## config.mk

```make
export PLATFORM = sky130hd
export DESIGN_NAME = sdm_standstill_delay_monitor
export DESIGN_NICKNAME = d
export VERILOG_FILES = /design/src/hdl/sdm_pkg.sv /design/src/hdl/sdm_standstill_delay_monitor.sv
export SDC_FILE = /design/constraint.sdc
export NUM_CORES = 1
export LEC_CHECK = 0
export BUFFER_PORTS_ARGS = -buffer_cell sky130_fd_sc_hd__buf_2
export CORE_UTILIZATION = 57
export DETAILED_ROUTE_END_ITERATION = 7
export GPL_ROUTABILITY_DRIVEN = 0
export GPL_TIMING_DRIVEN = 1
export PLACE_DENSITY = 0.76
export SLEW_MARGIN = 20
export SYNTH_ARGS = -nofsm -noshare
export SYNTH_HDL_FRONTEND = slang
export SYNTH_SLANG_ARGS = --single-unit
```

## constraint.sdc

```tcl
create_clock -name REF_CLK -period 3.1 [get_ports REF_CLK]
set_input_delay 0.465 -clock REF_CLK [delete_from_list [all_inputs] [get_ports REF_CLK]]
set_output_delay 0.465 -clock REF_CLK [all_outputs]
set_load 0.01 [all_outputs]
```

## src/hdl/sdm_pkg.sv

```systemverilog
// constants, tables and carrier types of the standstill delay monitor
// assumes one 20 MHz reference clock and comparator results arriving as raw pins
package sdm_pkg;

    // one delay unit is a millisecond
    localparam int CLK_PERIOD_NS = 50;
    localparam int DELAY_UNIT_NS = 1000000;
    localparam int TICK_CYCLES = (DELAY_UNIT_NS + CLK_PERIOD_NS - 1) / CLK_PERIOD_NS;

    localparam int SEL_W = 4;
    localparam int SEL_POSITIONS = 10;
    localparam int DLY_W = 16;
    localparam int MV_W = 10;
    localparam logic [1:0] CFG_WAIT_DONE = 2'h3;
    localparam logic [DLY_W-1:0] DLY_RESET = 16'h0000;
    localparam logic [MV_W-1:0] MV_RESET = 10'h000;

    // delay in ms: 500 1000 2000 3000 5000 8000 12000 20000 35000 60000
    localparam logic [SEL_POSITIONS-1:0][DLY_W-1:0] DLY_MS_TBL = {
        16'hea60, 16'h88b8, 16'h4e20, 16'h2ee0, 16'h1f40,
        16'h1388, 16'h0bb8, 16'h07d0, 16'h03e8, 16'h01f4};

    // threshold in mV: 50 65 85 110 140 180 230 300 400 500
    localparam logic [SEL_POSITIONS-1:0][MV_W-1:0] THR_MV_TBL = {
        10'h1f4, 10'h190, 10'h12c, 10'h0e6, 10'h0b4,
        10'h08c, 10'h06e, 10'h055, 10'h041, 10'h032};

    typedef enum logic [2:0] {
        ST_HOLD = 3'h1,
        ST_DELAY = 3'h2,
        ST_ACTIVE = 3'h4
    } sdm_state_t;

    // comparator results and broken-wire alert: voltage above threshold, above threshold plus hysteresis
    typedef struct packed {
        logic wire_alert;
        logic above_hyst;
        logic above_thr;
    } sdm_cmp_t;

endpackage

```

## src/hdl/sdm_standstill_delay_monitor.sv

```systemverilog
// decision logic: comparator results in, safety output enable out
// assumes analog side compares against THR_MV and HYST_MV; selectors static after power-up
module sdm_standstill_delay_monitor #(
    parameter int TICK_CYC = sdm_pkg::TICK_CYCLES
)(
    input wire logic REF_CLK, // 20 MHz reference clock
    input wire logic RSTN, // async reset, active low
    input wire sdm_pkg::sdm_cmp_t CMP_IN, // raw comparator and wire-alert pins
    input wire logic [sdm_pkg::SEL_W-1:0] DELAY_SEL, // delay selector position 1..10
    input wire logic [sdm_pkg::SEL_W-1:0] THR_SEL, // threshold selector position 1..10
    output logic OUT_EN, // safety-related outputs energized
    output logic SAFE_STATE, // defined safe state
    output logic DELAY_RUN, // activation delay elapsing
    output logic CFG_FAULT, // selector outside 1..10
    output logic [sdm_pkg::MV_W-1:0] THR_MV, // falling threshold to comparator
    output logic [sdm_pkg::MV_W-1:0] HYST_MV // rising threshold to comparator
);

    localparam int TW = $clog2(TICK_CYC + 1);

    if (TICK_CYC < 1)
    begin : g_chk
        $error("TICK_CYC must be at least 1");
    end

    sdm_pkg::sdm_cmp_t cmp_meta_reg;
    sdm_pkg::sdm_cmp_t cmp_reg;
    logic [sdm_pkg::SEL_W-1:0] dsel_meta_reg, dsel_reg, tsel_meta_reg, tsel_reg;
    logic [1:0] cfg_wait_reg;
    logic cfg_loaded_reg;
    logic cfg_bad_reg;
    logic [sdm_pkg::DLY_W-1:0] dly_ms_reg;
    logic [sdm_pkg::MV_W-1:0] thr_mv_reg;
    logic [TW-1:0] tick_reg, tick_next;
    logic [sdm_pkg::DLY_W-1:0] ms_reg, ms_next;
    sdm_pkg::sdm_state_t state_reg, state_next;
    logic out_en_reg, delay_run_reg;
    logic safe_reg;

    // pins pass two flops; the first stage feeds nothing else
    always_ff @(posedge REF_CLK or negedge RSTN)
    begin
        if (!RSTN)
        begin
            cmp_meta_reg <= '0;
            cmp_reg <= '0;
            dsel_meta_reg <= '0;
            dsel_reg <= '0;
            tsel_meta_reg <= '0;
            tsel_reg <= '0;
        end
        else
        begin
            cmp_meta_reg <= CMP_IN;
            cmp_reg <= cmp_meta_reg;
            dsel_meta_reg <= DELAY_SEL;
            dsel_reg <= dsel_meta_reg;
            tsel_meta_reg <= THR_SEL;
            tsel_reg <= tsel_meta_reg;
        end
    end

    wire dsel_ok = (dsel_reg >= 4'h1) && (dsel_reg <= 4'ha);
    wire tsel_ok = (tsel_reg >= 4'h1) && (tsel_reg <= 4'ha);
    wire [sdm_pkg::SEL_W-1:0] dsel_idx = dsel_ok ? dsel_reg - 4'h1 : 4'h0;
    wire [sdm_pkg::SEL_W-1:0] tsel_idx = tsel_ok ? tsel_reg - 4'h1 : 4'h0;
    wire cfg_take = !cfg_loaded_reg && (cfg_wait_reg == sdm_pkg::CFG_WAIT_DONE);

    // selectors read once after the sync pipe fills; turning a knob later needs a reset on RSTN
    always_ff @(posedge REF_CLK or negedge RSTN)
    begin
        if (!RSTN)
        begin
            cfg_wait_reg <= 2'h0;
            cfg_loaded_reg <= 1'b0;
            cfg_bad_reg <= 1'b0;
            dly_ms_reg <= sdm_pkg::DLY_RESET;
            thr_mv_reg <= sdm_pkg::MV_RESET;
        end
        else
        begin
            if (!cfg_loaded_reg)
                cfg_wait_reg <= cfg_wait_reg + 2'h1;
            if (cfg_take)
            begin
                cfg_loaded_reg <= 1'b1;
                cfg_bad_reg <= !(dsel_ok && tsel_ok);
                dly_ms_reg <= sdm_pkg::DLY_MS_TBL[dsel_idx];
                thr_mv_reg <= sdm_pkg::THR_MV_TBL[tsel_idx];
            end
        end
    end

    // anything that forbids leaving the safe state
    wire block_out = !cfg_loaded_reg || cfg_bad_reg || cmp_reg.wire_alert;
    wire tick_end = (tick_reg == TW'(TICK_CYC - 1));
    wire delay_done = tick_end && (ms_reg == dly_ms_reg - 16'h0001);

    always_comb
    begin
        state_next = state_reg;
        tick_next = '0;
        ms_next = '0;
        case (state_reg)
            sdm_pkg::ST_HOLD:
            begin
                if (!cmp_reg.above_thr)
                    state_next = sdm_pkg::ST_DELAY;
            end
            sdm_pkg::ST_DELAY:
            begin
                if (cmp_reg.above_thr)
                    state_next = sdm_pkg::ST_HOLD;
                else if (delay_done)
                    state_next = sdm_pkg::ST_ACTIVE;
                else
                begin
                    tick_next = tick_end ? '0 : tick_reg + TW'(1);
                    ms_next = tick_end ? ms_reg + 16'h0001 : ms_reg;
                end
            end
            sdm_pkg::ST_ACTIVE:
            begin
                // plain threshold crossing alone keeps the outputs on
                if (cmp_reg.above_hyst)
                    state_next = sdm_pkg::ST_HOLD;
            end
            default:
                state_next = sdm_pkg::ST_HOLD;
        endcase
        if (block_out)
        begin
            state_next = sdm_pkg::ST_HOLD;
            tick_next = '0;
            ms_next = '0;
        end
    end

    always_ff @(posedge REF_CLK or negedge RSTN)
    begin
        if (!RSTN)
        begin
            state_reg <= sdm_pkg::ST_HOLD;
            tick_reg <= '0;
            ms_reg <= sdm_pkg::DLY_RESET;
            out_en_reg <= 1'b0;
            delay_run_reg <= 1'b0;
            safe_reg <= 1'b1;
        end
        else
        begin
            state_reg <= state_next;
            tick_reg <= tick_next;
            ms_reg <= ms_next;
            out_en_reg <= (state_next == sdm_pkg::ST_ACTIVE);
            delay_run_reg <= (state_next == sdm_pkg::ST_DELAY);
            // own flop so the safe-state pin has no gate behind it
            safe_reg <= (state_next != sdm_pkg::ST_ACTIVE);
        end
    end

    always_ff @(posedge REF_CLK or negedge RSTN)
    begin
        if (!RSTN)
        begin
            THR_MV <= sdm_pkg::MV_RESET;
            HYST_MV <= sdm_pkg::MV_RESET;
            CFG_FAULT <= 1'b0;
        end
        else
        begin
            THR_MV <= thr_mv_reg;
            // top bit dropped: the largest threshold doubled still fits
            HYST_MV <= {thr_mv_reg[sdm_pkg::MV_W-2:0], 1'b0};
            CFG_FAULT <= cfg_bad_reg;
        end
    end

    assign OUT_EN = out_en_reg;
    assign SAFE_STATE = safe_reg;
    assign DELAY_RUN = delay_run_reg;
endmodule

```

==> flow_summary.ini, run 1 <==
[critical_path]
crit_path_end_kind = register
reg2reg_to = dly_ms_reg[3]
worst-setup-path-type = reg2reg
path_cells = inv_1 -> ha_1 -> nor3b_1 -> a2bb2oi_2 -> nor2_1 -> inv_1 -> ha_1 -> o21ai_0 -> a2111o_1 -> o21ai_0
cp-start-kind = register
cp_num_buf_inv = 2
cpLargestDelayFamily = compound AO/OA/AOI/OAI gates
worstSetupPathDepth = 10
crit_path_top_delay_cell = dfrtp_1
crit_fanout = 8
endpoint = dly_ms_reg[3]
slowest_delay_ns = 0.48
r2r_slack_ns = 0.38
cp.arrival_ns = 3.00
cp.required_ns = 3.38
regToRegStartpoint = dsel_reg[0]
critPathLaunch = dsel_reg[0]
reg2reg_depth = 10

[finish]
regArea_mm2 = 0.002405
antennaDiodeCount = 0
drive_gt1_share_pct = 14.31
nNetsFinal = 517
largest_reg_flops = 16
n_fill_cell = 663
syn_to_final_growth_pct = 8.169
multi_input_area_mm2 = 0.002206
fin_util_pct = 63.64

[clock_network]
clk_path_buf_depth = 2
htree_levels = 3
cts-hold-fix-buffers = 0
clock_latency_ns = 0.36
cts.clk_slew.worst_paths_ns = 0.09
cts_setup_buffers = 0
cts_root_buf = clkbuf_8
postCtsResizedCells = 0
clock_sinks = 96
cts_buffers = 9
cts_tree = done

[placed_design]
dp_hpwl_um = 6519
portBuffers = 34

[worst_hold_path]
hold_path.class = in2async

[timing]
tightest_slew_ns = 0.7758
fin_crit_sh_pct = 87.59
slew_violations = 0
setup_viol = 0
slew_headroom_pct = 48.28
rsz0062_at_grt = false
tns_ns = 0
period_needed_ns = 2.715
final_hold_viol_count = 0
fmax_mhz = 368.3
clock-skew-final_ns = 0.01080

[logic_synthesis]
syn_avg_cell_area_um2 = 10.52
synth-adder-area-share_pct = 5.203
synth_top_area_share_pct = 48.91
ys_seq_area_share_pct = 50.00
netlist_top_cells_count = dfrtp_1, nor2_1, nand2_1
async_reset_ff_share_pct = 100.0
yosysWarningCount = 0
synth_compound_area_share_pct = 10.12
yosysTopAreaCell = dfrtp_1
synth_cells = 457
synth_ff_type = dfrtp_1
muxShareOfSynthArea_pct = 1.067
netlist_area_mm2 = 0.004810
synth_xor_area_share_pct = 8.741
synth_edf_count = 0
synth_area_leaders = dfrtp_1, ha_1, xor2_1, xnor2_1, nor2_1
synth.most_common_cell = dfrtp_1
synthSimpleGateAreaFrac_pct = 20.45
synth_top_family_by_area = simple AND/OR/NAND/NOR gates
yosysUniqueCellTypes = 61
ys_ff_latch = 96

[grt]
grt_max_degree = 62
overflow = 0
grt_use_total_pct = 22.49
grt_pass1_vias = 3377
grt_pass1_wl_um = 15280
antenna_found_initial = 0

[die]
die_h_um = 93.86
die_w_um = 93.86
start_util_pct = 58.83
core_mm2 = 0.008175
dieArea_mm2 = 0.008810
std_cell_rows = 33
ios = 37

[detailed_routing]
wl_per_cell_um = 15.19
viasPerCell = 5.815
ant_nets = 0
vias = 3454
remaining_drc_errors = 0
routed_wl_um = 9020
drt_iter0_drc = 146
first_pass_iters = 4

[power_and_ir_drop]
power_density_mw_per_mm2 = 470.6
p_leak_nw = 2.277
vdd_drop_max_v = 0.0003468

[flow_run]
maxCapViolations = 0

[status]
status = complete, no violations
cell usage in the layout (no fill, tap or decap), types with 3 or more instances in the layout:
master	count
nand4_1	16
and3_1	3
or2_2	4
nor2b_1	7
o211ai_1	4
a21oi_1	15
xnor2_1	21
a211oi_1	4
xor2_1	27
buf_4	5
mux2i_1	4
and4_1	4
ha_1	20
o31ai_1	3
a221o_1	3
nand2_1	33
nor4b_1	3
nand2b_1	8
nor2_1	37
nor3b_1	4
o21ai_0	14
nand3_1	14
clkbuf_8	10
nor4_2	4
dfrtp_1	94
buf_2	33
a22o_1	5
inv_1	17
nor3_1	23
per-stage QoR:
stage	hold slack (ns)	power (W)	cell area, um^2	instances	setup slack (ns)
after floorplan	0.1694	0.001634	4813	458	0.6651
after global placement	0.3327	0.001718	5022	578	0.4294
after detailed placement	0.3395	0.001733	5022	578	0.2697
after CTS	0.1884	0.002471	5196	594	0.2588
after global routing	0.1750	0.002570	5202	594	0.1973
final	0.1669	0.002448	5202	594	0.3847
how the worst min path moves through the flow:
stage,endpoint,cells after the start,from,slack [ns]
final,tick_reg[3],1,RSTN,0.17
after global routing,tsel_meta_reg[1],1,THR_SEL[1],0.17
after CTS,tsel_meta_reg[1],1,THR_SEL[1],0.19
after detailed placement,cmp_reg[0],0,cmp_meta_reg[0],0.34
after global placement,cmp_reg[0],0,cmp_meta_reg[0],0.33
after floorplan,CFG_FAULT,0,RSTN,0.17
cell families after synthesis:
group           count (synthesis)
flops                          96
mux                             5
other cells                     1
buf+inv                        41
fa+ha+maj                      20
compound gates                 70
xor+xnor                       48
simple gates                  176
area by class of cell:
class | count | share of cell area (%)
Sequential cell | 96 | 46.22
Multi-Input combinational cell | 321 | 42.40
Clock inverter | 4 | 0.5532
Clock buffer | 12 | 2.790
Inverter | 17 | 1.227
Timing Repair Buffer | 39 | 4.281
Tap cell | 105 | 2.525
where the power goes:
group | leakage [nW] | internal (W) | switching [W]
Sequential | 1.21 | 0.00133 | 0.0000676
Clock | 0.0830 | 0.000316 | 0.000425
Combinational | 0.983 | 0.000135 | 0.000178
Total | 2.28 | 0.00178 | 0.000671
per-layer routing:
layer  share of wire, %  global-route usage, %  vias to the layer above
li1                   -                      -                     1660
met1                 44                  27.60                     1712
met2                 51                  38.02                       61
met3                2.8                  5.097                       21
met4                2.3                  9.615                        0
met5                  0                      0                        -
(Power assumes the default switching activity.)
==> inputs of run 2 (changes only) <==
--- a/config.mk
+++ b/config.mk
@@ -6,11 +6,12 @@
 export NUM_CORES = 1
 export LEC_CHECK = 0
 export BUFFER_PORTS_ARGS = -buffer_cell sky130_fd_sc_hd__buf_2
+export CORE_MARGIN = 3
 export CORE_UTILIZATION = 57
 export DETAILED_ROUTE_END_ITERATION = 7
-export GPL_ROUTABILITY_DRIVEN = 0
 export GPL_TIMING_DRIVEN = 1
 export PLACE_DENSITY = 0.76
+export SETUP_SLACK_MARGIN = 0.5
 export SLEW_MARGIN = 20
 export SYNTH_ARGS = -nofsm -noshare
 export SYNTH_HDL_FRONTEND = slang
==> run 2 against run 1 <==
Wire length decreased by 1.8%. Sequential cell count unchanged. Utilization up 2.0 points. Worst hold slack got worse by 0.052 ns. Count of clock-buffer cells in the layout down 2. Setup slack better by 0.30 ns. First-iteration DRC count is 7.5% higher. Clock power is essentially flat. Clock skew fell by 0.0041 ns. Cell count unchanged. Critical path type unchanged.
==> flow_summary.ini, run 2 (synthesis gave the netlist of run 1 again) <==
[detailed_routing]
first_pass_iters = 5
ant_nets = 0
routed_wl_um = 8862
wl_per_cell_um = 14.92
remaining_drc_errors = 0
drt_iter0_drc = 157
viasPerCell = 5.705
vias = 3389

[timing]
slew_headroom_pct = 49.00
setup_viol = 0
period_needed_ns = 2.417
fmax_mhz = 413.7
fin_crit_sh_pct = 77.98
slew_violations = 0
tns_ns = 0
clock-skew-final_ns = 0.006742
tightest_slew_ns = 0.7634
rsz0062_at_grt = false
final_hold_viol_count = 0

[finish]
final_cell_mix = dfrtp_1, nor2_1, nand2_1, buf_2, xor2_1
design_area_mm2 = 0.005229
antennaDiodeCount = 0
largest_reg_flops = 16
regArea_mm2 = 0.002406
n_fill_cell = 630
mostFrequentLayoutCell = dfrtp_1
syn_to_final_growth_pct = 8.715
multi_input_area_mm2 = 0.002221
nNetsFinal = 520
drive_gt1_share_pct = 15.85

[grt]
antenna_found_initial = 0
grt_pass1_wl_um = 15390
grt_max_degree = 56
grt_pass1_vias = 3307
grt_use_total_pct = 19.64
overflow = 0

[clock_network]
clock_sinks = 96
clock_latency_ns = 0.36
htree_levels = 3
clk_path_buf_depth = 2
cts.clk_slew.worst_paths_ns = 0.09
cts_tree = done
cts_buffers = 9
cts_root_buf = clkbuf_8

[die]
start_util_pct = 60.36
die_h_um = 97.86
die_w_um = 97.86
std_cell_rows = 32
dieArea_mm2 = 0.009577
ios = 37
core_mm2 = 0.007968

[placed_design]
gp_congestion = 0.9056
portBuffers = 34
dp_hpwl_um = 6482
placed_cell_area_mm2 = 0.005021

[power_and_ir_drop]
vdd_drop_max_v = 0.0002625
p_leak_nw = 2.298
power_density_mw_per_mm2 = 469.4

[critical_path]
crit_path_end_kind = register
crit_fanout = 8
worst-setup-path-type = reg2reg
path_cells = inv_2 -> ha_1 -> nor3b_2 -> a2bb2oi_1 -> buf_4 -> nand2b_2 -> ha_1 -> o21ai_0 -> a2111o_1 -> o21ai_0
cp.required_ns = 3.39
slowest_delay_ns = 0.47
crit_path_top_delay_cell = dfrtp_2
cp-start-kind = register
cp.arrival_ns = 2.70

[flow_run]
maxCapViolations = 0

[worst_hold_path]
hold_path.class = in2async

[status]
status = complete, no violations
==> run 2: critical path, delay by kind of cell (launching register included) <==
kind	cells	cell delay, ns
adder cells (fa/ha/maj)	2	0.43
AO/OA/AOI/OAI	4	0.76
flip-flops	1	0.47
AND/OR/NAND/NOR	2	0.37
buffers and inverters	2	0.30
==> run 2: power breakdown <==
part / internal [W] / switching (W) / leakage [nW]
sequential: 0.00133 / 0.0000683 / 1.21
combinational: 0.000137 / 0.000179 / 0.998
clock: 0.000303 / 0.000441 / 0.0892
==> run 2: through the flow <==
| stage | power [W] | hold WS (ns) | utilization, % | std cells | worst slack (ns) |
|---|---|---|---|---|---|
| floorplan | 0.001634 | 0.1694 | - | 458 | 0.6651 |
| global placement | 0.001719 | 0.3331 | 63.02 | 577 | 0.6396 |
| detailed placement | 0.001731 | 0.3387 | 63.02 | 577 | 0.4604 |
| CTS | 0.002482 | 0.1389 | 65.28 | 593 | 0.5519 |
| global route | 0.002590 | 0.1528 | 65.63 | 594 | 0.5081 |
| finish | 0.002454 | 0.1146 | 65.63 | 594 | 0.6825 |
==> run 2: final timing paths <==
kind / startpoint / endpoint / slack (ns) / cells after the start
setup / recovery: dsel_reg[0] / dly_ms_reg[3] / 0.68 / 10
hold / removal: RSTN / tick_reg[9] / 0.11 / 1
setup reg to reg: dsel_reg[0] / dly_ms_reg[3] / 0.68 / 10
hold reg to reg: tsel_meta_reg[0] / tsel_reg[0] / 0.36 / 0
max in group asynchronous: RSTN / SAFE_STATE / 2.15 / 2
min in group REF_CLK: CMP_IN[2] / cmp_meta_reg[2] / 0.20 / 1
==> run 2: layer usage <==
layer / share of wire (%) / vias up / wire, um / GRT usage [%]
met4: 1.3 / 0 / 119 / 7.242
met3: 4.2 / 12 / 372 / 3.429
met1: 46 / 1638 / 4100 / 27.12
li1: - / 1653 / - / -
met5: 0 / - / 0 / 0
met2: 48 / 86 / 4270 / 31.31
==> run 2: timing repair <==
action,4_1_cts,5_1_grt
hold buffers,0,0
gates resized for setup,1,6
pin swaps,0,1
buffers inserted,0,1
endpoints found under the setup margin,2,17
==> run 2: layout make-up <==
| cell class | instances | share of cell area [%] |
|---|---|---|
| clock buffers | 10 | 2.441 |
| flip-flops and latches | 96 | 46.02 |
| multi-input cells | 321 | 42.47 |
| clock inverters | 6 | 0.9572 |
| well taps | 102 | 2.441 |
| repair buffers | 42 | 4.451 |
| inverters | 17 | 1.220 |
